<file path="src/prs_pkg.sv">
package prs_pkg;

    // Clock and ramp timing.
    localparam int          CLK_PERIOD_NS    = 20;
    localparam int          RAMP_STEP_NS     = 320;
    localparam int          RAMP_STEP_CYC    = (RAMP_STEP_NS + CLK_PERIOD_NS - 1) / CLK_PERIOD_NS;

    // Register offsets on the control port.
    localparam logic [7:0]  OFS_POWER_CTRL   = 8'h02;
    localparam logic [7:0]  OFS_CHAN_PDN     = 8'h03;
    localparam logic [7:0]  OFS_RAMP_CFG     = 8'h05;
    localparam logic [7:0]  OFS_CHAN_SILENCE = 8'h1E;
    localparam logic [7:0]  OFS_EVENT_EN     = 8'h1F;
    localparam logic [7:0]  OFS_EVENT_STAT   = 8'h2A;

    // Field positions.
    localparam int          POS_SLEEP        = 0;
    localparam int          POS_RAMP_MODE    = 3;
    localparam int          POS_RAMP_SPEED   = 0;
    localparam int          POS_EN_RAMP      = 0;
    localparam int          POS_EN_LOCK      = 1;
    localparam int          POS_STAT_LOCK    = 6;

    // Values after reset.
    localparam logic        RST_SLEEP        = 1'h1;
    localparam logic [7:0]  RST_CHAN_PDN     = 8'hFF;
    localparam logic [7:0]  RST_RAMP_CFG     = 8'h00;
    localparam logic [7:0]  RST_SILENCE      = 8'h00;
    localparam logic [1:0]  RST_EVENT_EN     = 2'h0;

    // Ramp mode field codes.
    localparam logic [1:0]  RAMP_MODE_DOWN   = 2'h1;
    localparam logic [1:0]  RAMP_MODE_UP     = 2'h3;

    typedef struct packed {
        logic [1:0] mode;
        logic [1:0] charge_rate_select;
    } prs_ramp_cfg_t;

    typedef enum logic [3:0] {
        ST_CLAMP = 4'b0001,
        ST_RISE  = 4'b0010,
        ST_BIAS  = 4'b0100,
        ST_FALL  = 4'b1000
    } prs_chan_state_t;

endpackage

</file>
<file path="src/prs_ramp_chan.sv">
`timescale 1ns/100ps
module prs_ramp_chan
    import prs_pkg::*;
#(
    parameter int PWM_W = 8
) (
    input  wire logic               ref_clk_in,
    input  wire logic               rst_n_in,
    input  wire logic               run_in,
    input  wire logic               channel_modulator_off_in,
    input  wire logic               channel_silence_bit_in,
    input  wire prs_ramp_cfg_t      cfg_in,
    input  wire logic [PWM_W-1:0]   audio_duty_in,
    output logic                    class_d_output_out,
    output logic                    ramp_done_out
);
    localparam logic [PWM_W-1:0] HALF = PWM_W'(1) << (PWM_W - 1);
    localparam logic [7:0]       STEP = 8'(RAMP_STEP_CYC);

    prs_chan_state_t  state_q, state_d;
    logic [PWM_W-1:0] level_q, level_d, phase_q, phase_d, duty_c;
    logic [10:0]      step_q, step_d;
    logic [10:0]      step_len;
    logic             pwm_q, pwm_d, done_q, done_d, tick;

    assign class_d_output_out = pwm_q;
    assign ramp_done_out      = done_q;

    always_comb begin
        step_len = (11'(STEP) << cfg_in.charge_rate_select) - 11'h001;
        tick     = (step_q == step_len);
        state_d  = state_q;
        level_d  = level_q;
        done_d   = 1'b0;
        step_d   = (state_q == ST_RISE || state_q == ST_FALL) && !tick ? step_q + 11'h001 : 11'h000;
        unique case (state_q)
            // (RULE6) Clamp at ground.
            ST_CLAMP: begin
                level_d = '0;
                if (!channel_modulator_off_in) begin
                    // (RULE13) Half-bridge ramp-up.
                    if (cfg_in.mode == RAMP_MODE_UP) begin
                        state_d = ST_RISE;
                    end else begin
                        // (RULE17) Direct enable.
                        state_d = ST_BIAS;
                        level_d = HALF;
                    end
                end
            end
            // (RULE7) Gradual rise.
            ST_RISE: begin
                if (channel_modulator_off_in) begin
                    state_d = cfg_in.mode == RAMP_MODE_DOWN ? ST_FALL : ST_CLAMP;
                    level_d = cfg_in.mode == RAMP_MODE_DOWN ? level_q : '0;
                end else if (tick) begin
                    level_d = level_q + PWM_W'(1);
                    if (level_d == HALF) begin
                        state_d = ST_BIAS;
                        // (RULE21) Flag endpoint.
                        done_d = 1'b1;
                    end
                end
            end
            ST_BIAS: begin
                if (channel_modulator_off_in) begin
                    // (RULE20) Ramp-down armed.
                    state_d = cfg_in.mode == RAMP_MODE_DOWN ? ST_FALL : ST_CLAMP;
                    level_d = cfg_in.mode == RAMP_MODE_DOWN ? level_q : '0;
                end
            end
            // (RULE10) Gradual fall.
            ST_FALL: begin
                if (!channel_modulator_off_in) begin
                    state_d = cfg_in.mode == RAMP_MODE_UP ? ST_RISE : ST_BIAS;
                    level_d = cfg_in.mode == RAMP_MODE_UP ? level_q : HALF;
                end else if (tick) begin
                    level_d = level_q - PWM_W'(1);
                    if (level_d == '0) begin
                        state_d = ST_CLAMP;
                        done_d  = 1'b1;
                    end
                end
            end
        endcase
        // (RULE9) Mute holds the bias duty.
        duty_c  = (state_q == ST_BIAS && !channel_silence_bit_in) ? audio_duty_in : level_q;
        phase_d = phase_q + PWM_W'(1);
        pwm_d   = run_in && (phase_q < duty_c);
        if (!run_in) begin
            state_d = ST_CLAMP;
            level_d = '0;
            step_d  = '0;
            done_d  = 1'b0;
        end
    end

    always_ff @(posedge ref_clk_in) begin
        if (!rst_n_in) begin
            state_q <= ST_CLAMP;
            level_q <= '0;
            phase_q <= '0;
            step_q  <= '0;
            pwm_q   <= 1'b0;
            done_q  <= 1'b0;
        end else begin
            state_q <= state_d;
            level_q <= level_d;
            phase_q <= phase_d;
            step_q  <= step_d;
            pwm_q   <= pwm_d;
            done_q  <= done_d;
        end
    end

    property p_clamp_low;
        @(posedge ref_clk_in) disable iff (!rst_n_in)
        state_q == ST_CLAMP |=> !pwm_q;
    endproperty
    a_clamp_low: assert property (p_clamp_low) else $error("clamped channel drove its output high"); // (RULE6)

    property p_rise_up;
        @(posedge ref_clk_in) disable iff (!rst_n_in)
        (state_q == ST_RISE && run_in && !channel_modulator_off_in) |=> level_q >= $past(level_q);
    endproperty
    a_rise_up: assert property (p_rise_up) else $error("rising ramp level went down"); // (RULE7)

    property p_fall_down;
        @(posedge ref_clk_in) disable iff (!rst_n_in)
        (state_q == ST_FALL && channel_modulator_off_in) |=> level_q <= $past(level_q);
    endproperty
    a_fall_down: assert property (p_fall_down) else $error("falling ramp level went up"); // (RULE10)

    property p_mute_bias;
        @(posedge ref_clk_in) disable iff (!rst_n_in)
        (state_q == ST_BIAS && channel_silence_bit_in) |-> duty_c == HALF;
    endproperty
    a_mute_bias: assert property (p_mute_bias) else $error("muted channel not at half duty"); // (RULE9)

    property p_done_end;
        @(posedge ref_clk_in) disable iff (!rst_n_in)
        done_q |-> (level_q == HALF && state_q == ST_BIAS) || (level_q == '0 && state_q == ST_CLAMP);
    endproperty
    a_done_end: assert property (p_done_end) else $error("ramp done away from an end point"); // (RULE21)
endmodule

</file>
<file path="src/prs_power_sequencer.sv">
`timescale 1ns/100ps
// Overview of operation
// (RULE1) Reset low puts everything in low power with all registers at defaults.
// (RULE2) After reset the port works; operation starts when the sleep bit is cleared.
// (RULE3) All PWM outputs are driven low while reset is asserted.
// (RULE4) Clock output is crystal rate with mute low, half rate with mute high.
// (RULE5) Mute level at reset release selects the clock output divider.
// (RULE6) Configured for ramp-up, outputs stay clamped to ground until enabled.
// (RULE7) Enabling a channel with ramp-up raises duty from ground to 50% gradually.
// (RULE8) Each channel ramps up and down independently.
// (RULE9) A muted channel outputs no audio and holds about 50% duty.
// (RULE10) Powering down with ramp-down lowers the offset gradually to ground.
// (RULE11) Host mutes a channel before powering it down.
// (RULE12) Host loads setup and mutes all channels while the sleep bit is one.
// (RULE13) Host sets ramp mode 11, speed and zero minimum pulse for half-bridge.
// (RULE14) Host writes ramp mode 01 once ramp-up finishes.
// (RULE15) Leaving sleep starts rate converter locking; lock may raise the interrupt.
// (RULE16) Ramp completion may raise the host interrupt when enabled.
// (RULE17) Host may skip ramps for full-bridge stages and enable directly.
// (RULE18) Host enables rejection feedback after ramp-up, then unmutes.
// (RULE19) Host enables power stages only after lock, before modulators.
// (RULE20) Host sets ramp mode 01 and speed before powering down half-bridge.
// (RULE21) Ramp counter steps per speed interval and flags completion at its end.
module prs_power_sequencer
    import prs_pkg::*;
#(
    parameter int NCH   = 6,
    parameter int PWM_W = 8
) (
    input  wire logic                      ref_clk_in,
    input  wire logic                      rst_n_in,
    input  wire logic                      mute_pin_in,
    input  wire logic                      reg_wr_in,
    input  wire logic                      reg_rd_in,
    input  wire logic [7:0]                reg_addr_in,
    input  wire logic [7:0]                reg_wdata_in,
    input  wire logic                      rate_converter_locked_in,
    input  wire logic [NCH-1:0][PWM_W-1:0] audio_duty_in,
    output logic      [7:0]                reg_rdata_out,
    output logic      [NCH-1:0]            class_d_output_out,
    output logic                           divided_clock_out,
    output logic                           rate_converter_run_out,
    output logic                           host_int_out
);
    if (NCH < 1 || NCH > 6) begin : g_bad_nch
        $error("NCH must be 1 to 6");
    end
    if (PWM_W < 2 || PWM_W > 12) begin : g_bad_pwm
        $error("PWM_W must be 2 to 12");
    end

    logic            sleep_q, sleep_d;
    logic [NCH-1:0]  chan_off_q, chan_off_d, silence_q, silence_d;
    logic [NCH-1:0]  ramp_stat_q, ramp_stat_d, done_c, pwm_c;
    prs_ramp_cfg_t   cfg_q, cfg_d;
    logic [1:0]      ev_en_q, ev_en_d;
    logic            lock_stat_q, lock_stat_d, lock_prev_q, lock_prev_d;
    logic [7:0]      rdata_q, rdata_d;
    logic            div2_q, div2_d, half_q, half_d, int_q, int_d;
    logic            run_q, run_d;
    logic            wr_pwr, wr_pdn, wr_cfg, wr_sil, wr_en;

    assign reg_rdata_out          = rdata_q;
    assign class_d_output_out     = pwm_c;
    assign rate_converter_run_out = run_q;
    assign host_int_out           = int_q;
    // (RULE4) Full rate passes the crystal clock; a flop cannot toggle at its own clock rate.
    assign divided_clock_out      = div2_q ? half_q : ref_clk_in;

    // (RULE8) One independent ramp engine per channel.
    for (genvar ch = 0; ch < NCH; ch++) begin : g_chan
        prs_ramp_chan #(
            .PWM_W(PWM_W)
        ) u_chan (
            .ref_clk_in               (ref_clk_in),
            .rst_n_in                 (rst_n_in),
            .run_in                   (!sleep_q),
            .channel_modulator_off_in (chan_off_q[ch]),
            .channel_silence_bit_in   (silence_q[ch]),
            .cfg_in                   (cfg_q),
            .audio_duty_in            (audio_duty_in[ch]),
            .class_d_output_out       (pwm_c[ch]),
            .ramp_done_out            (done_c[ch])
        );
    end

    always_comb begin
        wr_pwr = reg_wr_in && reg_addr_in == OFS_POWER_CTRL;
        wr_pdn = reg_wr_in && reg_addr_in == OFS_CHAN_PDN;
        wr_cfg = reg_wr_in && reg_addr_in == OFS_RAMP_CFG;
        wr_sil = reg_wr_in && reg_addr_in == OFS_CHAN_SILENCE;
        wr_en  = reg_wr_in && reg_addr_in == OFS_EVENT_EN;
        // (RULE2) Leaving low power only by clearing the sleep bit.
        sleep_d    = wr_pwr ? reg_wdata_in[POS_SLEEP] : sleep_q;
        // The run level is its own flop so that the pin needs no inverter after the sleep flop.
        run_d      = !sleep_d;
        chan_off_d = wr_pdn ? reg_wdata_in[NCH-1:0] : chan_off_q;
        cfg_d      = cfg_q;
        if (wr_cfg) begin
            cfg_d.mode               = reg_wdata_in[POS_RAMP_MODE +: 2];
            cfg_d.charge_rate_select = reg_wdata_in[POS_RAMP_SPEED +: 2];
        end
        silence_d = wr_sil ? reg_wdata_in[NCH-1:0] : silence_q;
        ev_en_d   = wr_en ? reg_wdata_in[1:0] : ev_en_q;
        // Status clears on read; a completion in the same cycle still lands.
        ramp_stat_d = (reg_rd_in && reg_addr_in == OFS_EVENT_STAT ? '0 : ramp_stat_q) | done_c;
        lock_prev_d = rate_converter_locked_in && !sleep_q;
        // (RULE15) Lock completion is caught once the converter runs.
        lock_stat_d = (reg_rd_in && reg_addr_in == OFS_EVENT_STAT ? 1'b0 : lock_stat_q)
                    | (lock_prev_d && !lock_prev_q);
        // (RULE16) Enabled events drive the host interrupt.
        int_d = (ev_en_q[POS_EN_RAMP] && |ramp_stat_d) || (ev_en_q[POS_EN_LOCK] && lock_stat_d);
        rdata_d = rdata_q;
        if (reg_rd_in) begin
            rdata_d = 8'h00;
            unique case (reg_addr_in)
                OFS_POWER_CTRL:   rdata_d[POS_SLEEP] = sleep_q;
                OFS_CHAN_PDN:     rdata_d[NCH-1:0] = chan_off_q;
                OFS_RAMP_CFG:     rdata_d = {3'h0, cfg_q.mode, 1'b0, cfg_q.charge_rate_select};
                OFS_CHAN_SILENCE: rdata_d[NCH-1:0] = silence_q;
                OFS_EVENT_EN:     rdata_d[1:0] = ev_en_q;
                OFS_EVENT_STAT: begin
                    rdata_d[NCH-1:0]      = ramp_stat_q;
                    rdata_d[POS_STAT_LOCK] = lock_stat_q;
                end
                default:          rdata_d = 8'h00;
            endcase
        end
        // (RULE5) The mute pin is followed during reset and frozen at release.
        div2_d = div2_q;
        half_d = div2_q ? !half_q : 1'b0;
    end

    always_ff @(posedge ref_clk_in) begin
        // (RULE1) Everything back to defaults while reset is low.
        if (!rst_n_in) begin
            sleep_q     <= RST_SLEEP;
            run_q       <= !RST_SLEEP;
            chan_off_q  <= RST_CHAN_PDN[NCH-1:0];
            cfg_q       <= prs_ramp_cfg_t'({RST_RAMP_CFG[POS_RAMP_MODE +: 2], RST_RAMP_CFG[POS_RAMP_SPEED +: 2]});
            silence_q   <= RST_SILENCE[NCH-1:0];
            ev_en_q     <= RST_EVENT_EN;
            ramp_stat_q <= '0;
            lock_stat_q <= 1'b0;
            lock_prev_q <= 1'b0;
            rdata_q     <= 8'h00;
            int_q       <= 1'b0;
            half_q      <= 1'b0;
        end else begin
            sleep_q     <= sleep_d;
            run_q       <= run_d;
            chan_off_q  <= chan_off_d;
            cfg_q       <= cfg_d;
            silence_q   <= silence_d;
            ev_en_q     <= ev_en_d;
            ramp_stat_q <= ramp_stat_d;
            lock_stat_q <= lock_stat_d;
            lock_prev_q <= lock_prev_d;
            rdata_q     <= rdata_d;
            int_q       <= int_d;
            half_q      <= half_d;
        end
    end

    // Clocked capture of the strap level; not an asynchronous load.
    always_ff @(posedge ref_clk_in) begin
        if (!rst_n_in) begin
            div2_q <= mute_pin_in;
        end else begin
            div2_q <= div2_d;
        end
    end

    property p_reset_low;
        @(posedge ref_clk_in) !rst_n_in |=> pwm_c == '0;
    endproperty
    a_reset_low: assert property (p_reset_low) else $error("PWM output high during reset"); // (RULE3)

    property p_reset_sleep;
        @(posedge ref_clk_in) !rst_n_in |=> sleep_q && chan_off_q == '1 && ev_en_q == '0 && silence_q == '0;
    endproperty
    a_reset_sleep: assert property (p_reset_sleep) else $error("reset did not restore defaults"); // (RULE1)

    property p_stay_asleep;
        @(posedge ref_clk_in) disable iff (!rst_n_in)
        (sleep_q && !(wr_pwr && !reg_wdata_in[POS_SLEEP])) |=> sleep_q;
    endproperty
    a_stay_asleep: assert property (p_stay_asleep) else $error("left sleep without a write"); // (RULE2)

    property p_strap;
        @(posedge ref_clk_in) disable iff (!rst_n_in)
        $rose(rst_n_in) |-> div2_q == $past(mute_pin_in) ##1 div2_q == $past(div2_q);
    endproperty
    a_strap: assert property (p_strap) else $error("divider strap not held from release"); // (RULE5)

    property p_half_rate;
        @(posedge ref_clk_in) disable iff (!rst_n_in)
        (div2_q && $past(rst_n_in)) |-> half_q != $past(half_q);
    endproperty
    a_half_rate: assert property (p_half_rate) else $error("half rate clock did not toggle"); // (RULE4)

    property p_ramp_int;
        @(posedge ref_clk_in) disable iff (!rst_n_in)
        (|done_c && ev_en_q[POS_EN_RAMP] && !wr_en) |=> host_int_out && ramp_stat_q != '0;
    endproperty
    a_ramp_int: assert property (p_ramp_int) else $error("ramp completion missed the interrupt"); // (RULE16)

    property p_lock_int;
        @(posedge ref_clk_in) disable iff (!rst_n_in)
        (lock_stat_q && ev_en_q[POS_EN_LOCK] && !reg_rd_in && !wr_en) |=> host_int_out;
    endproperty
    a_lock_int: assert property (p_lock_int) else $error("lock completion missed the interrupt"); // (RULE15)

    property p_sleep_clamp;
        @(posedge ref_clk_in) disable iff (!rst_n_in)
        sleep_q [*2] |-> pwm_c == '0;
    endproperty
    a_sleep_clamp: assert property (p_sleep_clamp) else $error("output active in low power"); // (RULE6)
endmodule

</file>
<file path="config.mk">
export PLATFORM = sky130hd
export DESIGN_NAME = prs_power_sequencer
export DESIGN_NICKNAME = d
export VERILOG_FILES = /design/src/prs_pkg.sv /design/src/prs_ramp_chan.sv /design/src/prs_power_sequencer.sv
export SDC_FILE = /design/constraint.sdc
export NUM_CORES = 1
export LEC_CHECK = 0
export BUFFER_PORTS_ARGS = -buffer_cell sky130_fd_sc_hd__buf_4
export CAP_MARGIN = 20
export CORE_MARGIN = 5
export CORE_UTILIZATION = 40
export DETAILED_ROUTE_END_ITERATION = 10
export SYNTH_ARGS = -nofsm -noshare
export SYNTH_HDL_FRONTEND = slang
export SYNTH_SLANG_ARGS = --single-unit
export TNS_END_PERCENT = 10
</file>
<file path="constraint.sdc">
create_clock -name ref_clk_in -period 2.8 [get_ports ref_clk_in]
set_input_delay 0.14 -clock ref_clk_in [delete_from_list [all_inputs] [get_ports ref_clk_in]]
set_output_delay 0.14 -clock ref_clk_in [all_outputs]
set_load 0.02 [all_outputs]
</file>
==> impl.org, run 1 <==
** Floorplanning
- I/O pin cnt :: 87
- The floorplan step set the die width to between 200 and 250 um.
- Die area :: a little over 0.04 sq mm
- The initial utilization of the core area, before any placement, comes to 0.4070.
- The initialized floorplan defines 70 standard-cell rows.
- The floorplan step set the die height to 203.2 um.
- Area inside the core boundary :: between 0.03 and 0.04 sq mm

** Pwr
- In this run the power density over the cells is 424.2 mW/mm^2.
- Tot Pwr :: about 0.0074 W
- Pleak :: between 6 and 7 nW
- VDD sags by at most about 0.00043 V.

** Critical path
- Worst Setup Path Type :: reg -> reg
- Launching element type of the critical path :: flip-flop
- Critical path data required time :: approximately 3.4 ns
- The startpoint identified for the worst register-to-register timing path is cfg_q[1].
- Data on the critical path arrives at its endpoint at between 3 and 4 ns.
- Type of element capturing the critical path :: flip-flop
- Critical path launch point :: cfg_q[1]
- The worst register-to-register path has a depth of 9.
- Crit path capture :: g_chan[5].u_chan.state_q[1]
- In this run the worst path has a maximum fanout of 7.
- Across all register-to-register paths, the minimum setup slack is roughly 0.11 ns.
- Crit Reg-Reg Endpoint :: g_chan[5].u_chan.state_q[1]

** GRT
- met2 is the most crowded layer.
- Number of antenna violations at the first check in global routing :: 2
- Entering global routing, the biggest net connects 67 pins.
- GRT Resource Usage Total :: 0.1917
- Global routing finished with a remaining overflow of 0.
- For this run, global-route usage on met2 was measured as 0.3123.
- Wire length of the first global-routing pass :: 67280 um
- Global-route track usage on met3 :: 0.03132
- The via count of the first global-routing pass came to 13280.
- For this run, global-route usage on met1 was measured as 0.2599.

** Timing
- The worst path in the final design needs a cycle of 2.695 ns, including I/O delays and setup.
- Slew @ Worst Pin :: just under 0.8 ns
- For the final database, setup skew stands at roughly 0.0077 ns.
- The count of endpoints failing hold in the final timing report is 0.
- Worst hold-check slack :: 0.05816 ns
- Setup violations remaining at the end of the flow were counted as 0.
- Measured against its own limit, the worst slew margin works out to 0.4651.
- For this run, the top clock speed supported by timing is around 370 MHz.
- The number of max-slew violations in the final report is 0.
- Across all setup checks in the final design, the least slack found is roughly 0.11 ns.
- Of the available clock period, the critical path in the final layout requires 0.9624.
- Sum Neg Setup Slack :: 0 ns
- RSZ-0062 raised after global routing :: yes

** Logic synthesis
- Async set-reset flop share out of synthesis :: 0
- During synthesis, Yosys emitted a total of 0 warnings.
- Of the post-synthesis cell area, the dominant cell type holds 0.3150.
- Number of instances in the synthesized netlist :: 1870
- Ranking of synthesized cells by area :: sky130_fd_sc_hd__dfxtp_1 (31%), sky130_fd_sc_hd__ha_1 (6.1%), sky130_fd_sc_hd__nor2_1 (5.5%)
- Counting instances in the post-synthesis netlist gives the leading cell types as sky130_fd_sc_hd__dfxtp_1 (235), sky130_fd_sc_hd__nor2_1 (220), sky130_fd_sc_hd__nand2_1 (160), sky130_fd_sc_hd__clkbuf_1 (115), sky130_fd_sc_hd__nand3_1 (109).
- Flops & latches, synth :: 236
- The number of nets in the synthesized netlist is just over 2000.
- Post-synthesis cell type count :: between 80 and 90
- Yosys mapped a number of flops with a built-in enable equal to 1.
- Summed over all instances, the cell type with the most area after synthesis is sky130_fd_sc_hd__dfxtp_1.
- Commonest register cell after synthesis :: sky130_fd_sc_hd__dfxtp_1
- After synthesis, the mean cell area works out to 7.987 sq um.
- Summing every instance area after synthesis gives about 0.015 sq mm.
- By instance count, the leading cell after synthesis is sky130_fd_sc_hd__dfxtp_1.
- Share of synthesized area occupied by flip-flops and latches :: 0.3170

** Layout
- Layout-stage area growth over the synthesis result :: 17.47%
- The multi-input combinational cells in the finished layout cover a total of about 0.0096 sq mm.
- Flip-flop and latch area :: 0.004737 sq mm
- In the final layout, the share of cells above drive strength 1 is 0.1361.
- Non-filler instance count after layout :: around 2400
- Final-layout fill cell count :: around 3500
- The net count of the finished layout is 2099.

** Flow run
- Max-cap violations in this run came to 0.

** CTS
- The clock reaches the later pin of the worst-skew pair after 0.66 ns.
- Clock tree from TritonCTS :: built
- Clock transition at the registers of the reported paths :: 0.06 ns

** Detailed routing
- Average via count per standard cell :: 5.611
- After detailed routing, the number of remaining DRC violations is 0.
- Total wire length after detailed routing :: around 40000 um
- Routed length per placed instance :: 16.55 um
- The count of nets left with antenna violations once routing finished came out at 0.
- Iteration-0 DRC Markers :: between 1000 and 1500
- The routed layout has 13730 vias.
- For this run, the detailed router's first-pass iteration total came to 6.

** Placement
- Port buffering added 83 buffers.
- OpenSTA, run right after detailed placement, puts the worst setup slack at -0.1495 ns.
- HPWL after detailed placement :: around 29000 um
- Post-placement cell count :: 2368
- The congestion estimate from routability-driven global placement came to between 0.8 and 0.9.

** Status
- Status :: completed

** Worst hold path
- Hold/Removal Path Class :: in -> reg
-- cells by family (layout without fill, tap and decap cells) --
group,Yosys count,count (layout),synth area share
adder cells (fa/ha/maj),73,73,0.06115
flip-flops,236,236,0.3170
AND/OR/NAND/NOR,803,803,0.2731
other,1,3,0.0002511
buffers and inverters,175,282,0.04800
AO/OA/AOI/OAI,376,376,0.1740
XOR/XNOR,143,143,0.08386
multiplexers,63,63,0.04264
-- layout make-up --
cell class                 instances  share of cell area
multi-input combinational       1459              0.5472
inverter                          41            0.008772
sequential                       236              0.2700
antenna                            2           0.0002853
clock inverter                     7            0.002496
clock buffer                      48             0.05384
tap                              468             0.03338
timing repair buffer             186             0.08401
-- stage by stage --
| stage | util | cell area, sq um |
|---|---|---|
| 2_1_floorplan | - | 14940 |
| 3_3_place_gp | 0.4424 | 16240 |
| 3_5_place_dp | 0.4424 | 16240 |
| 4_1_cts | 0.4757 | 17460 |
| 5_1_grt | 0.4781 | 17540 |
| 6_report | 0.4781 | 17540 |
-- where the power goes --
group          switching, W  internal (W)  total (W)
registers         0.0000259       0.00339    0.00341
clock network       0.00150       0.00230    0.00380
logic              0.000107      0.000125   0.000231
-- cell usage in the layout (no fill, tap or decap), types with 58 or more instances in the layout --
master / instances
sky130_fd_sc_hd__xnor2_1: 61
sky130_fd_sc_hd__xor2_1: 82
sky130_fd_sc_hd__dfxtp_1: 233
sky130_fd_sc_hd__a21oi_1: 88
sky130_fd_sc_hd__buf_4: 164
sky130_fd_sc_hd__mux2i_1: 58
sky130_fd_sc_hd__o21ai_0: 85
sky130_fd_sc_hd__nand2_1: 160
sky130_fd_sc_hd__nand3_1: 108
sky130_fd_sc_hd__nor2_1: 218
sky130_fd_sc_hd__ha_1: 72
-- metal layers --
metal,part of all wire,vias to the layer above
li1,-,6903
met1,0.47,6424
met2,0.45,335
met3,0.051,68
met4,0.030,0
met5,0,-
-- worst min-delay path by stage --
stage | from | end | slack, ns | cells past startpoint
after floorplan | mute_pin_in | div2_d | 0.24 | 0
after global placement | mute_pin_in | div2_d | 0.32 | 1
after detailed placement | mute_pin_in | div2_d | 0.33 | 1
after CTS | audio_duty_in[27] | g_chan[3].u_chan.class_d_output_out | 0.04 | 5
after global routing | audio_duty_in[3] | g_chan[0].u_chan.class_d_output_out | 0.08 | 5
final | audio_duty_in[3] | g_chan[0].u_chan.class_d_output_out | 0.06 | 5
-- worst max-delay path, stage by stage (launching register included) --
cell and delay (ns):
sky130_fd_sc_hd__dfxtp_2 0.33, sky130_fd_sc_hd__or2_4 0.26, sky130_fd_sc_hd__ha_4 0.19, sky130_fd_sc_hd__or2_0 0.20, sky130_fd_sc_hd__a2111o_1 0.41, sky130_fd_sc_hd__a211o_1 0.38
sky130_fd_sc_hd__a31oi_4 0.21, sky130_fd_sc_hd__o211ai_2 0.15, sky130_fd_sc_hd__or3_1 0.36, sky130_fd_sc_hd__a21oi_1 0.14
-- flip-flops by register name, summed over array words and instances, names as in the netlist, 2 cells and up --
register                          cells
g_chan.u_chan.level_q                48
g_chan.u_chan.ramp_done_out           6
g_chan.u_chan.phase_q                48
chan_off_q                            6
ramp_stat_q                           6
g_chan.u_chan.state_q                24
g_chan.u_chan.class_d_output_out      6
reg_rdata_out                         7
silence_q                             6
g_chan.u_chan.step_q                 66
ev_en_q                               2
cfg_q                                 4
-- timing repair --
action | in CTS | in global routing
resized for setup | 5 | 19
setup buffers | 0 | 2
endpoints found under the hold margin | 33 | 0
hold buffers | 21 | 0
pin swaps | 5 | 5
endpoints found under the setup margin | 45 | 65
No activity file was read; power rests on OpenSTA's default activity.
==> run 2, diff against run 1 <==
Settings changed: BUFFER_PORTS_ARGS -buffer_cell sky130_fd_sc_hd__buf_4 to -buffer_cell sky130_fd_sc_hd__buf_2, PLACE_DENSITY set to 0.57.
==> run 2 against run 1 <==
Count of clock-buffer cells in the layout fell by 3. Via count barely moved. Clock skew rose by 0.014 ns. Register-to-register slack got worse by 0.04 ns. Final cell count fell by 0.78%. Flip-flop and latch count did not move. Critical endpoint is now g_chan[4].u_chan.state_q[1]. Largest power group unchanged.
==> impl.org, run 2 (synthesis gave the netlist of run 1 again) <==
** Placement
- Worst setup timing slack at the placement stage :: -0.1021 ns (+0.04744 ns)
- HPWL after detailed placement :: 29010 um (about the same)
- The final estimated routing congestion in global placement was 0.8649 (-0.43%).
- The placed instance count is 2363 (-0.21%).
- Count of input and output buffers :: 83 (unchanged)

** Worst hold path
- The worst hold path begins at reg_addr_in[6].
- Sink of the worst hold path :: silence_q[0]
- The tightest min-delay check is of the in -> reg type.
- The worst hold path stage count was 5 (unchanged).

** Layout
- Non-filler instance count after layout :: 2428 (-0.78%)
- The library cells used most frequently in the layout, excluding fill and tap cells, are sky130_fd_sc_hd__dfxtp_1 (235), sky130_fd_sc_hd__nor2_1 (219), sky130_fd_sc_hd__nand2_1 (160), sky130_fd_sc_hd__nand3_1 (108), sky130_fd_sc_hd__a21oi_1 (87).
- Post-layout nets :: 2086 (-0.62%)
- From synthesis to final layout, the design area changed by 15.05%.
- The total of fill cells in the finished design came to 3645 (+3.4%).
- The number of flip-flops in the largest register is 66 (unchanged).
- Count of antenna diodes in the layout :: 0 (-2)
- The share of cells above drive strength 1 is 0.1316 (-0.004432).
- The sequential cell area was 0.004735 sq mm (about the same).
- Largest registers :: g_chan.u_chan.step_q: 66 flops, g_chan.u_chan.level_q: 48 flops, g_chan.u_chan.phase_q: 48 flops
- Area occupied by multi-input gates :: 0.009605 sq mm (about the same)
- Most frequent standard cell in the layout excluding fill and tap cells :: sky130_fd_sc_hd__dfxtp_1
- Register with the most flip-flops :: g_chan.u_chan.step_q

** Critical path
- The worst endpoint required time is 3.33 ns (-0.06 ns).
- CP Max Fanout :: 9 (+2)
- Launching element type of the critical path :: flip-flop
- WP data arrival :: 3.27 ns (-0.02 ns)
- Type of element capturing the critical path :: flip-flop
- The depth of the worst register-to-register path was 8 (-1).
- In this run the critical register-to-register path is captured at g_chan[4].u_chan.state_q[1].
- Largest delay contributor family on the critical path :: compound AO/OA/AOI/OAI gates
- In this run the critical register-to-register path is launched from cfg_q[1].
- Worst path max stage delay :: 0.37 ns (-0.04 ns)
- Traced cell by cell, the critical path runs through or2_1, ha_4, or2_2, a2111o_1, a211o_1, a21oi_2, nand4b_1, o41ai_2.
- Critical path launch point :: cfg_q[1]
- Internal reg-to-reg setup slack :: 0.06 ns (-0.04 ns)
- Worst Setup Path Type :: reg -> reg
- WP buf/inv :: 0 (unchanged)
- Max stage delay cell, worst path :: sky130_fd_sc_hd__a2111o_1

** Timing
- The pin slew with the least headroom to its limit is 0.8331 ns (+0.04119 ns).
- The worst-case setup margin in the final layout is 0.06399 ns (-0.04138 ns).
- The maximum frequency from static timing analysis came to 365.5 MHz (-1.5%).
- The number of max-slew violations in the final report was 0 (unchanged).
- The number of endpoints failing setup at the final stage came to 0 (unchanged).
- Setup clock skew after layout :: 0.02216 ns (+0.01449 ns)
- Worst hold-check slack :: 0.02806 ns (-0.03009 ns)
- Setup repair after global routing could not meet its margin everywhere.
- Final-report hold violation count :: 0 (unchanged)
- The fraction of the cycle the final worst path needs came to 0.9771 (+0.01478).
- The clock period minus worst slack is 2.736 ns (+0.04138 ns).
- Relative slew margins :: 0.4302 (-0.03491)

** Floorplanning
- Number of standard-cell rows in the floorplan :: 70 (unchanged)
- Die span in x :: 203.2 um (unchanged)
- Die area :: 0.04130 sq mm (unchanged)
- The die outline height is 203.2 um (unchanged).
- I/O pin cnt :: 87 (unchanged)
- Area inside the core boundary :: 0.03670 sq mm (unchanged)
- Initial Util :: 0.4070 (unchanged)

** Pwr
- The static leakage power was 6.449 nW (-1.9%).
- Cell Pwr Density :: 424.8 mW/mm^2 (+0.14%)
- The worst-case vdd ir drop came to 0.0004061 V (-5.3%).
- The total power draw is 0.007299 W (-1.9%).

** Detailed routing
- First-pass iteration count of the detailed router :: 7 (+1)
- The count of nets left with antenna violations after detail routing is 0 (unchanged).
- The overall via count from detail_route is 13730 (-0.036%).
- Average via count per standard cell :: 5.653 (+0.75%)
- The total routed wirelength came to 40070 um (-1.0%).
- The initial detailed-routing violation count is 853 (-27%).
- Routed length per placed instance :: 16.50 um (-0.28%)
- The DRC violations left came to 0 (unchanged).

** GRT
- Largest net degree at the start of global routing :: 67 (unchanged)
- The via count of the first global-routing pass is 12980 (-2.2%).
- The remaining global-route overflow came to 0 (unchanged).
- The wire length of the first global-routing pass came to 66430 um (-1.3%).
- The combined global-route utilization of all metal layers came to 0.1899 (-0.001852).
- Number of antenna violations at the first check in global routing :: 0 (-2)

** CTS
- Insertion delay to the later sink of the worst-skew pair :: 0.65 ns (about the same)
- The post-CTS clock slew at the launch and capture registers of the worst setup and hold paths came to 0.06 ns (about the same).
- Clock tree from TritonCTS :: built

** Flow run
- Number of maximum-capacitance violations :: 0 (unchanged)

** Status
- The flow ran to the end, and the final reports show no timing, DRC or antenna violations.
==> run 2: what timing repair did <==
item,CTS,global route
pin swaps,1,2
setup endpoints to repair,35,65
setup buffers,0,1
hold buffers,15,0
resized for setup,4,19
endpoints found under the hold margin,34,0
==> run 2: area by class of cell <==
class                   instances  share of cell area
multi-input cells            1459              0.5590
flip-flops and latches        236              0.2755
repair buffers                174             0.06772
clock buffers                  45             0.05170
well taps                     468             0.03408
inverters                      41            0.008956
clock inverters                 5            0.003058
==> run 2: power breakdown <==
part,total (W),switching (W),internal (W)
combinational,0.000202,0.000106,0.0000958
clock,0.00368,0.00143,0.00225
sequential,0.00341,0.0000261,0.00339
total,0.00730,0.00157,0.00573
==> run 2: through the flow <==
| stage | instance area [sq um] | TNS [ns] | util |
|---|---|---|---|
| final | 17180 | 0 | 0.4683 |
| after global routing | 17180 | -0.3384 | 0.4683 |
| after CTS | 17090 | 0 | 0.4656 |
| after detailed placement | 15990 | -1.192 | 0.4356 |
| after global placement | 15990 | -0.6923 | 0.4356 |
| after floorplan | 14940 | -0.03425 | - |
==> run 2: worst max path at each step <==
stage	to	cells after the start
2_1_floorplan	g_chan[0].u_chan.level_q[0]	12
3_3_place_gp	g_chan[2].u_chan.level_q[3]	9
3_5_place_dp	g_chan[2].u_chan.state_q[0]	10
4_1_cts	g_chan[4].u_chan.level_q[0]	8
5_1_grt	g_chan[4].u_chan.state_q[1]	8
6_report	g_chan[4].u_chan.state_q[1]	8
==> run 2: tightest hold or removal path: stages <==
cell,delay [ns]
sky130_fd_sc_hd__buf_2,0.12
sky130_fd_sc_hd__nor4_2,0.05
sky130_fd_sc_hd__buf_4,0.18
sky130_fd_sc_hd__nand3_1,0.09
sky130_fd_sc_hd__a21oi_1,0.05
==> run 2: layer usage <==
layer,part of all wire,up-vias,track usage
li1,-,6862,-
met1,0.48,6498,0.2622
met2,0.45,315,0.3102
met3,0.046,50,0.03021
met4,0.023,0,0.05011
met5,0,-,0
